==> src/ddc_ctrl_pkg.sv <==
`default_nettype none

package ddc_ctrl_pkg;

	// ----------------------------------------------------------------
	// Widths
	// ----------------------------------------------------------------
	localparam int ADDR_W = 12;
	localparam int DATA_W = 8;
	localparam int WORD_W = 48;
	localparam int SAMPLE_W = 16;
	localparam int WORD_BYTES = 6;

	// ----------------------------------------------------------------
	// Register offsets
	// ----------------------------------------------------------------
	localparam logic [ADDR_W-1:0] SYNC_CONTROL_ADDR = 12'h300;
	localparam logic [ADDR_W-1:0] CHANNEL0_CONTROL_ADDR = 12'h310;
	// Tuning word window: base + word index * 8 + byte index (0..5)
	localparam logic [ADDR_W-1:0] TUNING_BASE_ADDR = 12'h320;
	localparam logic [6:0] TUNING_BASE_PAGE = 7'h19;

	// ----------------------------------------------------------------
	// Field positions and reset values
	// ----------------------------------------------------------------
	localparam int SYNC_UPDATE_MODE_BIT = 7;
	localparam int SYNC_SOFT_RESET_BIT = 4;
	localparam int SYNC_NEXT_BIT = 1;
	localparam int SYNC_ENABLE_BIT = 0;
	localparam int CH_GAIN_BIT = 6;
	localparam int CH_IF_MODE_LSB = 4;
	localparam logic [DATA_W-1:0] SYNC_CONTROL_RESET = 8'h00;
	localparam logic [DATA_W-1:0] CHANNEL0_CONTROL_RESET = 8'h00;
	localparam logic [DATA_W-1:0] SYNC_CONTROL_MASK = 8'h93;
	localparam logic [DATA_W-1:0] CHANNEL0_CONTROL_MASK = 8'h70;
	localparam logic [DATA_W-1:0] READ_ZERO = 8'h00;
	localparam logic [WORD_W-1:0] WORD_RESET = 48'h000000000000;
	localparam logic [SAMPLE_W-1:0] SAMPLE_ZERO = 16'h0000;
	localparam logic [SAMPLE_W-1:0] SAMPLE_MAX = 16'h7FFF;
	localparam logic [SAMPLE_W-1:0] SAMPLE_MIN = 16'h8000;

	// ----------------------------------------------------------------
	// Types
	// ----------------------------------------------------------------
	typedef enum logic [1:0] {
		IF_VARIABLE = 2'h0,
		IF_ZERO_HZ = 2'h1,
		IF_SAMPLE_RATE = 2'h2,
		IF_TEST = 2'h3
	} if_mode_t;

	typedef enum logic [1:0] {
		SYNC_OFF = 2'h0,
		SYNC_ONE_SHOT = 2'h1,
		SYNC_CONTINUOUS = 2'h3
	} sync_state_t;

	typedef enum logic [1:0] {
		WORD_FREQUENCY = 2'h0,
		WORD_PHASE = 2'h1,
		WORD_MODULUS_A = 2'h2,
		WORD_MODULUS_B = 2'h3
	} word_sel_t;

	typedef struct packed {
		logic wr;
		logic rd;
		logic [ADDR_W-1:0] addr;
		logic [DATA_W-1:0] wdata;
	} reg_req_t;

	typedef struct packed {
		logic [WORD_W-1:0] frequency_tuning_word;
		logic [WORD_W-1:0] phase_offset_word;
		logic [WORD_W-1:0] modulus_a_word;
		logic [WORD_W-1:0] modulus_b_word;
	} tuning_set_t;

	// ----------------------------------------------------------------
	// Byte access helpers
	// ----------------------------------------------------------------
	function automatic logic [WORD_W-1:0] put_byte(input logic [WORD_W-1:0] word,
		input logic [2:0] idx, input logic [DATA_W-1:0] data);
		logic [WORD_W-1:0] res;
		res = word;
		res[idx*DATA_W +: DATA_W] = data;
		return res;
	endfunction

	function automatic logic [DATA_W-1:0] get_byte(input logic [WORD_W-1:0] word,
		input logic [2:0] idx);
		return word[idx*DATA_W +: DATA_W];
	endfunction

endpackage

`default_nettype wire

==> src/sysref_edge_sync.sv <==
`default_nettype none

module sysref_edge_sync (
	input wire logic clock,
	input wire logic sys_rst,
	input wire logic sysref_pin,
	output logic rise
);

	logic meta_q;
	logic sync_q;
	logic last_q;

	// ----------------------------------------------------------------
	// Two-stage synchroniser, then rising edge detect
	// ----------------------------------------------------------------
	always_ff @(posedge clock) begin
		if (sys_rst) begin
			meta_q <= 1'b0;
			sync_q <= 1'b0;
			last_q <= 1'b0;
		end else begin
			meta_q <= sysref_pin;
			sync_q <= meta_q;
			last_q <= sync_q;
		end
	end

	assign rise = sync_q & ~last_q;

endmodule

`default_nettype wire

==> src/tuning_word_stage.sv <==
`default_nettype none

module tuning_word_stage (
	input wire logic clock,
	input wire logic sys_rst,
	input wire logic wr_en,
	input wire logic [1:0] word_sel,
	input wire logic [2:0] byte_sel,
	input wire logic [7:0] wdata,
	input wire logic hold_mode,
	input wire logic transfer,
	output ddc_ctrl_pkg::tuning_set_t pending,
	output ddc_ctrl_pkg::tuning_set_t active
);

	ddc_ctrl_pkg::tuning_set_t pending_q;
	ddc_ctrl_pkg::tuning_set_t pending_d;
	ddc_ctrl_pkg::tuning_set_t active_q;
	logic apply;

	// ----------------------------------------------------------------
	// Byte write into the pending words
	// ----------------------------------------------------------------
	always_comb begin
		pending_d = pending_q;
		if (wr_en) begin
			unique case (ddc_ctrl_pkg::word_sel_t'(word_sel))
				ddc_ctrl_pkg::WORD_FREQUENCY: pending_d.frequency_tuning_word =
					ddc_ctrl_pkg::put_byte(pending_q.frequency_tuning_word, byte_sel, wdata);
				ddc_ctrl_pkg::WORD_PHASE: pending_d.phase_offset_word =
					ddc_ctrl_pkg::put_byte(pending_q.phase_offset_word, byte_sel, wdata);
				ddc_ctrl_pkg::WORD_MODULUS_A: pending_d.modulus_a_word =
					ddc_ctrl_pkg::put_byte(pending_q.modulus_a_word, byte_sel, wdata);
				ddc_ctrl_pkg::WORD_MODULUS_B: pending_d.modulus_b_word =
					ddc_ctrl_pkg::put_byte(pending_q.modulus_b_word, byte_sel, wdata);
			endcase
		end
	end

	// Immediate mode follows every write; held mode waits for transfer
	assign apply = ~hold_mode | transfer;

	always_ff @(posedge clock) begin
		if (sys_rst) begin
			pending_q <= '0;
			active_q <= '0;
		end else begin
			pending_q <= pending_d;
			if (apply) begin
				active_q <= pending_d;
			end
		end
	end

	assign pending = pending_q;
	assign active = active_q;

endmodule

`default_nettype wire

==> src/downconverter_sync_and_channel_control.sv <==
//
// Overview of operation
// Update mode 0 applies words at once
// Update mode 1 applies words on transfer
// Soft reset holds channels for alignment
// No oscillator sync unless enabled and reference on
// One-shot sync: next edge, then clear enable
// Continuous sync needs reference at integer multiple
// Gain bit doubles channel output
// IF mode field selects four modes
// Reserved bits read zero, ignore writes
//
`default_nettype none

module downconverter_sync_and_channel_control (
	input wire logic clock,
	input wire logic sys_rst,
	input wire ddc_ctrl_pkg::reg_req_t reg_req,
	output logic [7:0] reg_rdata,
	input wire logic chip_transfer,
	input wire logic sysref_enable,
	input wire logic sysref_pin,
	input wire logic [15:0] sample_in,
	output logic [15:0] sample_out,
	output ddc_ctrl_pkg::tuning_set_t tuning_active,
	output logic channel_reset,
	output logic nco_sync,
	output logic gain_double,
	output ddc_ctrl_pkg::if_mode_t if_mode
);

	// ----------------------------------------------------------------
	// Declarations
	// ----------------------------------------------------------------
	logic update_mode_q;
	logic soft_reset_q;
	logic next_sync_q;
	ddc_ctrl_pkg::sync_state_t sync_q;
	ddc_ctrl_pkg::sync_state_t sync_d;
	logic gain_q;
	ddc_ctrl_pkg::if_mode_t if_mode_q;
	logic [7:0] rdata_q;
	logic [7:0] rdata_d;
	logic nco_sync_q;
	logic channel_reset_q;
	logic [15:0] sample_q;
	logic [15:0] sample_d;
	ddc_ctrl_pkg::tuning_set_t pending;
	ddc_ctrl_pkg::tuning_set_t active;
	logic sysref_rise;

	wire sel_sync = reg_req.addr == ddc_ctrl_pkg::SYNC_CONTROL_ADDR;
	wire sel_ch0 = reg_req.addr == ddc_ctrl_pkg::CHANNEL0_CONTROL_ADDR;
	wire in_page = reg_req.addr[11:5] == ddc_ctrl_pkg::TUNING_BASE_PAGE;
	wire [1:0] word_sel = reg_req.addr[4:3];
	wire [2:0] byte_sel = reg_req.addr[2:0];
	wire byte_ok = byte_sel < 3'h6;
	wire sel_tuning = in_page & byte_ok;
	wire wr_sync = reg_req.wr & sel_sync;
	wire wr_ch0 = reg_req.wr & sel_ch0;
	wire wr_tuning = reg_req.wr & sel_tuning;
	wire sync_en = sync_q != ddc_ctrl_pkg::SYNC_OFF;
	wire sync_armed = sync_en & sysref_enable;
	wire sync_hit = sync_armed & sysref_rise;
	wire [7:0] wmask_sync = reg_req.wdata & ddc_ctrl_pkg::SYNC_CONTROL_MASK;
	wire [7:0] wmask_ch0 = reg_req.wdata & ddc_ctrl_pkg::CHANNEL0_CONTROL_MASK;

	// ----------------------------------------------------------------
	// Saturating doubling of a signed sample
	// ----------------------------------------------------------------
	function automatic logic [15:0] double_sat(input logic [15:0] s);
		logic [16:0] wide;
		wide = {s, 1'b0};
		if (s[15] != s[14]) begin
			return s[15] ? ddc_ctrl_pkg::SAMPLE_MIN : ddc_ctrl_pkg::SAMPLE_MAX;
		end
		return wide[15:0];
	endfunction

	// ----------------------------------------------------------------
	// Reference edge capture
	// ----------------------------------------------------------------
	sysref_edge_sync u_sysref (
		.clock(clock),
		.sys_rst(sys_rst),
		.sysref_pin(sysref_pin),
		.rise(sysref_rise)
	);

	// ----------------------------------------------------------------
	// Tuning words: pending and active copies
	// ----------------------------------------------------------------
	tuning_word_stage u_stage (
		.clock(clock),
		.sys_rst(sys_rst),
		.wr_en(wr_tuning),
		.word_sel(word_sel),
		.byte_sel(byte_sel),
		.wdata(reg_req.wdata),
		.hold_mode(update_mode_q),
		.transfer(chip_transfer),
		.pending(pending),
		.active(active)
	);

	// ----------------------------------------------------------------
	// Synchronisation state
	// ----------------------------------------------------------------
	always_comb begin
		sync_d = sync_q;
		unique case (sync_q)
			ddc_ctrl_pkg::SYNC_OFF: sync_d = ddc_ctrl_pkg::SYNC_OFF;
			ddc_ctrl_pkg::SYNC_ONE_SHOT: begin
				if (sync_hit) begin
					sync_d = ddc_ctrl_pkg::SYNC_OFF;
				end
			end
			ddc_ctrl_pkg::SYNC_CONTINUOUS: sync_d = ddc_ctrl_pkg::SYNC_CONTINUOUS;
			default: sync_d = ddc_ctrl_pkg::SYNC_OFF;
		endcase
		// A software write in the same cycle wins over the self-clear
		if (wr_sync) begin
			if (!wmask_sync[ddc_ctrl_pkg::SYNC_ENABLE_BIT]) begin
				sync_d = ddc_ctrl_pkg::SYNC_OFF;
			end else if (wmask_sync[ddc_ctrl_pkg::SYNC_NEXT_BIT]) begin
				sync_d = ddc_ctrl_pkg::SYNC_ONE_SHOT;
			end else begin
				sync_d = ddc_ctrl_pkg::SYNC_CONTINUOUS;
			end
		end
	end

	// ----------------------------------------------------------------
	// Control registers
	// ----------------------------------------------------------------
	always_ff @(posedge clock) begin
		if (sys_rst) begin
			update_mode_q <= 1'b0;
			soft_reset_q <= 1'b0;
			next_sync_q <= 1'b0;
		end else if (wr_sync) begin
			update_mode_q <= wmask_sync[ddc_ctrl_pkg::SYNC_UPDATE_MODE_BIT];
			soft_reset_q <= wmask_sync[ddc_ctrl_pkg::SYNC_SOFT_RESET_BIT];
			next_sync_q <= wmask_sync[ddc_ctrl_pkg::SYNC_NEXT_BIT];
		end
	end

	always_ff @(posedge clock) begin
		if (sys_rst) begin
			sync_q <= ddc_ctrl_pkg::SYNC_OFF;
		end else begin
			sync_q <= sync_d;
		end
	end

	always_ff @(posedge clock) begin
		if (sys_rst) begin
			gain_q <= 1'b0;
			if_mode_q <= ddc_ctrl_pkg::IF_VARIABLE;
		end else if (wr_ch0) begin
			gain_q <= wmask_ch0[ddc_ctrl_pkg::CH_GAIN_BIT];
			if_mode_q <= ddc_ctrl_pkg::if_mode_t'(wmask_ch0[ddc_ctrl_pkg::CH_IF_MODE_LSB +: 2]);
		end
	end

	// ----------------------------------------------------------------
	// Read data, one cycle after the strobe
	// ----------------------------------------------------------------
	always_comb begin
		rdata_d = ddc_ctrl_pkg::READ_ZERO;
		if (reg_req.rd) begin
			if (sel_sync) begin
				rdata_d[ddc_ctrl_pkg::SYNC_UPDATE_MODE_BIT] = update_mode_q;
				rdata_d[ddc_ctrl_pkg::SYNC_SOFT_RESET_BIT] = soft_reset_q;
				rdata_d[ddc_ctrl_pkg::SYNC_NEXT_BIT] = next_sync_q;
				rdata_d[ddc_ctrl_pkg::SYNC_ENABLE_BIT] = sync_en;
			end else if (sel_ch0) begin
				rdata_d[ddc_ctrl_pkg::CH_GAIN_BIT] = gain_q;
				rdata_d[ddc_ctrl_pkg::CH_IF_MODE_LSB +: 2] = if_mode_q;
			end else if (sel_tuning) begin
				unique case (ddc_ctrl_pkg::word_sel_t'(word_sel))
					ddc_ctrl_pkg::WORD_FREQUENCY: rdata_d =
						ddc_ctrl_pkg::get_byte(pending.frequency_tuning_word, byte_sel);
					ddc_ctrl_pkg::WORD_PHASE: rdata_d =
						ddc_ctrl_pkg::get_byte(pending.phase_offset_word, byte_sel);
					ddc_ctrl_pkg::WORD_MODULUS_A: rdata_d =
						ddc_ctrl_pkg::get_byte(pending.modulus_a_word, byte_sel);
					ddc_ctrl_pkg::WORD_MODULUS_B: rdata_d =
						ddc_ctrl_pkg::get_byte(pending.modulus_b_word, byte_sel);
				endcase
			end
		end
	end

	always_ff @(posedge clock) begin
		if (sys_rst) begin
			rdata_q <= ddc_ctrl_pkg::READ_ZERO;
		end else begin
			rdata_q <= rdata_d;
		end
	end

	// ----------------------------------------------------------------
	// Channel outputs
	// ----------------------------------------------------------------
	always_comb begin
		sample_d = sample_in;
		if (channel_reset_q) begin
			sample_d = ddc_ctrl_pkg::SAMPLE_ZERO;
		end else if (gain_q) begin
			sample_d = double_sat(sample_in);
		end
	end

	always_ff @(posedge clock) begin
		if (sys_rst) begin
			nco_sync_q <= 1'b0;
			channel_reset_q <= 1'b0;
			sample_q <= ddc_ctrl_pkg::SAMPLE_ZERO;
		end else begin
			nco_sync_q <= sync_hit;
			channel_reset_q <= soft_reset_q;
			sample_q <= sample_d;
		end
	end

	assign reg_rdata = rdata_q;
	assign sample_out = sample_q;
	assign tuning_active = active;
	assign channel_reset = channel_reset_q;
	assign nco_sync = nco_sync_q;
	assign gain_double = gain_q;
	assign if_mode = if_mode_q;

endmodule

`default_nettype wire

==> config.mk <==
export PLATFORM = sky130hd
export DESIGN_NAME = downconverter_sync_and_channel_control
export DESIGN_NICKNAME = d
export VERILOG_FILES = /design/src/ddc_ctrl_pkg.sv /design/src/sysref_edge_sync.sv /design/src/tuning_word_stage.sv /design/src/downconverter_sync_and_channel_control.sv
export SDC_FILE = /design/constraint.sdc
export NUM_CORES = 1
export LEC_CHECK = 0
export BUFFER_PORTS_ARGS = -buffer_cell sky130_fd_sc_hd__buf_2
export CORE_ASPECT_RATIO = 1.4
export CORE_MARGIN = 4
export CORE_UTILIZATION = 56
export CTS_CLUSTER_DIAMETER = 120
export DETAILED_ROUTE_END_ITERATION = 10
export GPL_TIMING_DRIVEN = 0
export HOLD_SLACK_MARGIN = 0.08
export PLACE_DENSITY = 0.79
export SLEW_MARGIN = 0
export SYNTH_ARGS = -nofsm -noshare
export SYNTH_HDL_FRONTEND = slang
export SYNTH_HIERARCHICAL = 1
export SYNTH_SLANG_ARGS = --single-unit
==> constraint.sdc <==
create_clock -name clock -period 4.8 [get_ports clock]
set_clock_uncertainty 0.1 [all_clocks]
set_input_delay 0.96 -clock clock [delete_from_list [all_inputs] [get_ports clock]]
set_output_delay 0.96 -clock clock [all_outputs]
set_load 0.005 [all_outputs]
== Word level (Yosys, flattened, before mapping) ==
Index checks and enable logic that the tools add are counted.

* Muxes and demuxes: 29
* Bitwise operators: 12
* Equal/unequal tests: 10
* Magnitude comparators: 1
* Add/sub/neg operators: 1
* Shift-type cells: 6
* Reductions and logical operators: 6

{| class="wikitable"
|+ Operators by type and width
! kind !! number
|-
| 48-bit bitwise mux || 4
|-
| 192-bit two-way mux || 1
|-
| 48-bit two-way mux || 4
|-
| 48-bit by 7-bit variable part select with 8-bit output || 4
|-
| 16-bit two-way mux || 4
|-
| 8-bit by 34-bit variable shift with 48-bit output (first input constant) || 1
|-
| 8-bit by 34-bit variable part select with 48-bit output || 1
|-
| 6-bit negation with 34-bit output || 1
|-
| 8-bit case mux with 4 select lines || 1
|-
| 12-bit by 10-bit == test with 1-bit output (second input constant) || 2
|-
| 2-bit two-way mux || 6
|-
| 8-bit two-way mux || 1
|-
| 1-bit AND || 7
|-
| 7-bit by 5-bit == test with 1-bit output (second input constant) || 1
|-
| 2-bit == test (second input constant) || 3
|-
| 1-bit two-way mux || 6
|-
| 5-bit OR reduction || 1
|-
| 2-bit by 1-bit == test with 1-bit output (second input constant) || 2
|-
| 1-bit inverter || 4
|-
| 2-bit case mux with 2 select lines || 1
|-
| 2-bit OR reduction || 2
|-
| 3-bit < comparator (second input constant) || 1
|-
| 3-bit two-way mux || 1
|-
| 3-bit inequality test (second input constant) || 1
|-
| 5 further kinds || 5
|}

* Word-level logic and storage cells: 88
* Register bits: 421
* Output and inout port bits: 221
* Input port bits: 43

== Logic depth before layout (Yosys ltp) ==
* Word-level depth: 6
* Mapped depth: 12
* Depth with buffers taken out: 7

== By module ==
Netlist, hierarchy kept.

{| class="wikitable"
|+ Modules (own cells, without submodules)
! module !! area each (µm²) !! sequential area each (µm²) !! cells each !! times used
|-
| tuning_word_stage || 13531.7 || 7687.4 || 1401 || 1
|-
| downconverter_sync_and_channel_control || 3149.3 || 680.7 || 387 || 1
|-
| sysref_edge_sync || 87.6 || 60.1 || 7 || 1
|}

== Least setup slack after synthesis ==
No wires, ideal clock.

* Path kind: in2reg
* Start point: in reg_req[8] (netlist bit)
* End point: reg u_stage.active_q (netlist bit u_stage/active[128])
* Cell stages on the path: 11
* Arrival time: 3505 ps
* Buffers on the path: 4
* Required time: 4563 ps
* Slack: 1057 ps
* Library setup time: 137 ps
* Cell sequence: clkbuf_1 -> clkbuf_1 -> inv_1 -> ha_1 -> ha_1 -> buf_4 -> or4b_1 -> buf_6 -> nor3_4 -> mux2i_1 -> a211oi_1

* Word-level cells in the longest chain between the ends: 5
* Elaborated cells on any way between the ends: 9
* Classes of those cells: add/sub (1); order compare (1); shift (2); mux (3); bitwise (2)

{| class="wikitable"
|+ Ends and longest elaborated chain
! element !! RTL line !! source
|-
| start: declaration || downconverter_sync_and_channel_control.sv:18 || <nowiki>input wire ddc_ctrl_pkg::reg_req_t reg_req,</nowiki>
|-
| 6-bit negation with 34-bit output || ddc_ctrl_pkg.sv:86 || <nowiki>res[idx*DATA_W +: DATA_W] = data;</nowiki>
|-
| 8-bit by 34-bit variable part select with 48-bit output / 8-bit by 34-bit variable shift with 48-bit output (equally long branches) || ddc_ctrl_pkg.sv:86 ||
|-
| 48-bit bitwise mux || ddc_ctrl_pkg.sv:86 ||
|-
| 48-bit two-way mux || tuning_word_stage.sv:27 || <nowiki>unique case (ddc_ctrl_pkg::word_sel_t'(word_sel))</nowiki>
|-
| 192-bit two-way mux * || tuning_word_stage.sv:26 || <nowiki>if (wr_en) begin</nowiki>
|-
| end signal: assignment || tuning_word_stage.sv:50 || <nowiki>active_q <= pending_d;</nowiki>
|-
| end: declaration || tuning_word_stage.sv:18 || <nowiki>ddc_ctrl_pkg::tuning_set_t active_q;</nowiki>
|}

Mark *: on every way between the ends. The rest lies on a longest branch, timed or not.
A chain may end at the register's enable or synchronous reset.

== Worst setup path after layout ==
* Start point: in reg_req[8] (netlist bit)
* End point: reg u_stage.active_q (netlist bit u_stage/active[99])

Same word-level chain as after synthesis.

==> flow_metrics.env <==
export IMPL_die_area_sq_um=32800
export IMPL_numClockSinks=421
export IMPL_rows=74
export IMPL_critPathTopFamily="buffers and inverters"
export IMPL_startpoint_type="input pin"
export IMPL_ant_nets=0
export IMPL_vias=16000
export IMPL_worst_slew_pin_slew_ns=1.40
export IMPL_synth_fp_nets=1847
export IMPL_clk_latency_ns=0.55
export IMPL_track_usage=0.403
export IMPL_fin_setup_tns_ns=0
export IMPL_layout_min_cycle_time_ns=4.52
export IMPL_clock_power_share=0.456
export IMPL_synth_seq_cells=421
export IMPL_area_delta_synth_final_pct=18.7
export IMPL_p_leak_nw=8.57
export IMPL_nFillCells=2387
export IMPL_cts_resized=0
export IMPL_clock_fmax_ghz=0.221
export IMPL_status="finished clean"
export IMPL_cp_end_kind="register"
export IMPL_h_tree_depth=2
export IMPL_path_clk_slew_ns=0.07
export IMPL_max_stage_delay_ns=0.68
export IMPL_ioPinCount=264
export IMPL_post_cts_buffers=0
export IMPL_ys_seq_area_frac=0.503
export IMPL_p_int_mw=5.53
export IMPL_clockRootBuffer="clkbuf_16"
export IMPL_firstDrtPassIters=6
export IMPL_grt_pass1_wl_microns=99100
export IMPL_cap_violations=0
export IMPL_hold_buffers=0
export IMPL_min_path_type="reg2reg"
export IMPL_gp_congestion=1.03
export IMPL_synth_edf_count=0
export IMPL_mostFrequentLayoutCells="nor2_1, dfxtp_1, buf_2, a211oi_1, mux2i_1"
export IMPL_pwr_share_seq=0.484
export IMPL_netlist_area_sq_um=16800
export IMPL_p_switching_mw=1.69
export IMPL_hold_depth=1
export IMPL_worst_hold_slack_ns=0.353
export IMPL_r2r_cells=5
export IMPL_finalSetupViolCount=0
export IMPL_hpwl_microns=51200
export IMPL_n_antenna_cell=0
export IMPL_layout_nets=2150
export IMPL_clock_path_buffers=3
export IMPL_async_flop_share=0
export IMPL_switching_share=0.234
export IMPL_powerDensity_nw_per_um2=363
export IMPL_fin_crit_sh=0.941
export IMPL_initial_core_util=0.571
export IMPL_via_per_inst=6.39
export IMPL_antenna_found_initial=3
export IMPL_synth_top_area_cell="dfxtp_1"
export IMPL_cts_buffers=39
export IMPL_post_drt_wl_per_cell_microns=27.4
export IMPL_worst_path_max_delay_cell="nand3_1"
export IMPL_overflow=0
export IMPL_ys_flop_type="dfxtp_1"
export IMPL_crit_required_ns=5.10
export IMPL_p_comb_frac=0.060
export IMPL_synth_cells=1795
export IMPL_fp_dieH_microns=213
export IMPL_cts_tree="done"
export IMPL_slew_headroom=0.0557
export IMPL_die_w_microns=154
export IMPL_synth_distinct_cells=70
export IMPL_avgSynthCellArea_sq_um=9.34
export IMPL_critPathBufInv=5
export IMPL_arrival_ns=4.81
export IMPL_synth_warnings=6
export IMPL_grt_pass1_vias=15600
export IMPL_coreArea_sq_um=29400
export IMPL_crit_cells=11
export IMPL_final_common_cell="nor2_1"
export IMPL_synth_area_leaders="dfxtp_1, mux2i_1, nor2_1"
export IMPL_hold_violations=0
export IMPL_vdd_drop_max_mv=0.326
export IMPL_io_buffers=262
export IMPL_critical_path_class="in2reg"
export IMPL_drive_gt1_frac=0.185
export IMPL_rsz0062_at_grt="no"
export IMPL_cp_max_fo=12
export IMPL_grt_max_degree=16
export IMPL_synth_top_area_frac=0.503
export IMPL_wl_microns=68600
export IMPL_slew_violations=0
export IMPL_crit_chain="buf_2 > clkbuf_1 > clkbuf_1 > inv_1 > ha_1 > ha_1 > buf_4 > nor3b_1 > nand3_1 > mux2i_1 > a211oi_1"
export IMPL_drc=0
export IMPL_drt_iter0_drc=1786
==> state kept, by name, indices dropped and copies added (netlist names) <==
signal,cells
update_mode_q,1
soft_reset_q,1
u_sysref/meta_q,1
u_sysref/sync_q,1
gain_double,1
nco_sync,1
reg_rdata,8
sync_q,2
sample_out,16
u_stage/pending,192
channel_reset,1
if_mode,2
next_sync_q,1
u_stage/active,192
u_sysref/last_q,1
==> Yosys cell counts, types with 6 or more instances <==
master / number
mux2_2: 7
dfxtp_1: 421
nand2_1: 49
inv_1: 6
a32oi_1: 12
and2_1: 19
buf_4: 9
mux4_2: 13
o22ai_1: 15
nor2_2: 6
a22oi_1: 36
o21ai_1: 8
nor2b_1: 14
nor2_1: 423
ha_1: 9
clkbuf_1: 110
nor3_1: 24
buf_2: 17
mux2i_1: 162
nand2b_1: 12
o21ai_0: 57
a21oi_1: 81
a211oi_1: 172
nand3_1: 20
==> layer usage <==
metal	track usage	part of all wire	wire length (microns)
met5	0.00893	0.0012	80
met4	0.270	0.081	5530
met3	0.0750	0.093	6410
met2	0.662	0.46	31800
met1	0.480	0.36	24900
==> power groups by stage <==
stage / clock network, mW / logic (mW) / registers, mW
floorplan: 0 / 0.216 / 3.58
global placement: 0 / 0.405 / 3.58
detailed placement: 0 / 0.409 / 3.58
CTS: 3.30 / 0.411 / 3.50
global route: 3.45 / 0.439 / 3.50
finish: 3.29 / 0.434 / 3.50
==> stage by stage <==
stage | util | instances | instance area, sq um | total power [mW] | setup slack, ns
6_report | 0.678 | 2507 | 19900 | 7.23 | 0.283
5_1_grt | 0.678 | 2507 | 19900 | 7.39 | 0.208
4_1_cts | 0.678 | 2507 | 19900 | 7.21 | 0.457
3_5_place_dp | 0.632 | 2437 | 18600 | 3.99 | -0.0967
3_3_place_gp | 0.632 | 2437 | 18600 | 3.99 | -0.0839
2_1_floorplan | - | 1795 | 16800 | 3.80 | 1.06
==> cell families (layout without fill, tap and decap cells) <==
| kind of cell | after synthesis | count (layout) | synth area share |
|---|---|---|---|
| AOI/OAI and AO/OA | 419 | 419 | 0.168 |
| buffers and inverters | 149 | 481 | 0.0389 |
| adders and majority gates | 9 | 9 | 0.00672 |
| muxes | 186 | 186 | 0.122 |
| DFF | 421 | 421 | 0.503 |
| and+or+nand+nor | 611 | 611 | 0.162 |
==> final cells by class <==
class,instances,area [sq um],share of cell area
multi-input cells,1225,7690,0.386
plain buffers,143,631,0.0317
flip-flops and latches,421,8430,0.423
well taps,380,475,0.0239
clock inverters,16,214,0.0107
inverters,6,22.5,0.00113
clock buffers,54,1130,0.0570
repair buffers,262,1310,0.0659
==> worst paths after layout <==
path	start	endpoint	slack, ns
worst max-delay path	reg_req[8]	u_stage/active[99]	0.28
worst max register to register	update_mode_q	u_stage/active[15]	1.92
worst min-delay path	u_sysref/meta_q	u_sysref/sync_q	0.35
worst min register to register	u_sysref/meta_q	u_sysref/sync_q	0.35
Power figures use the tool's default switching activity.
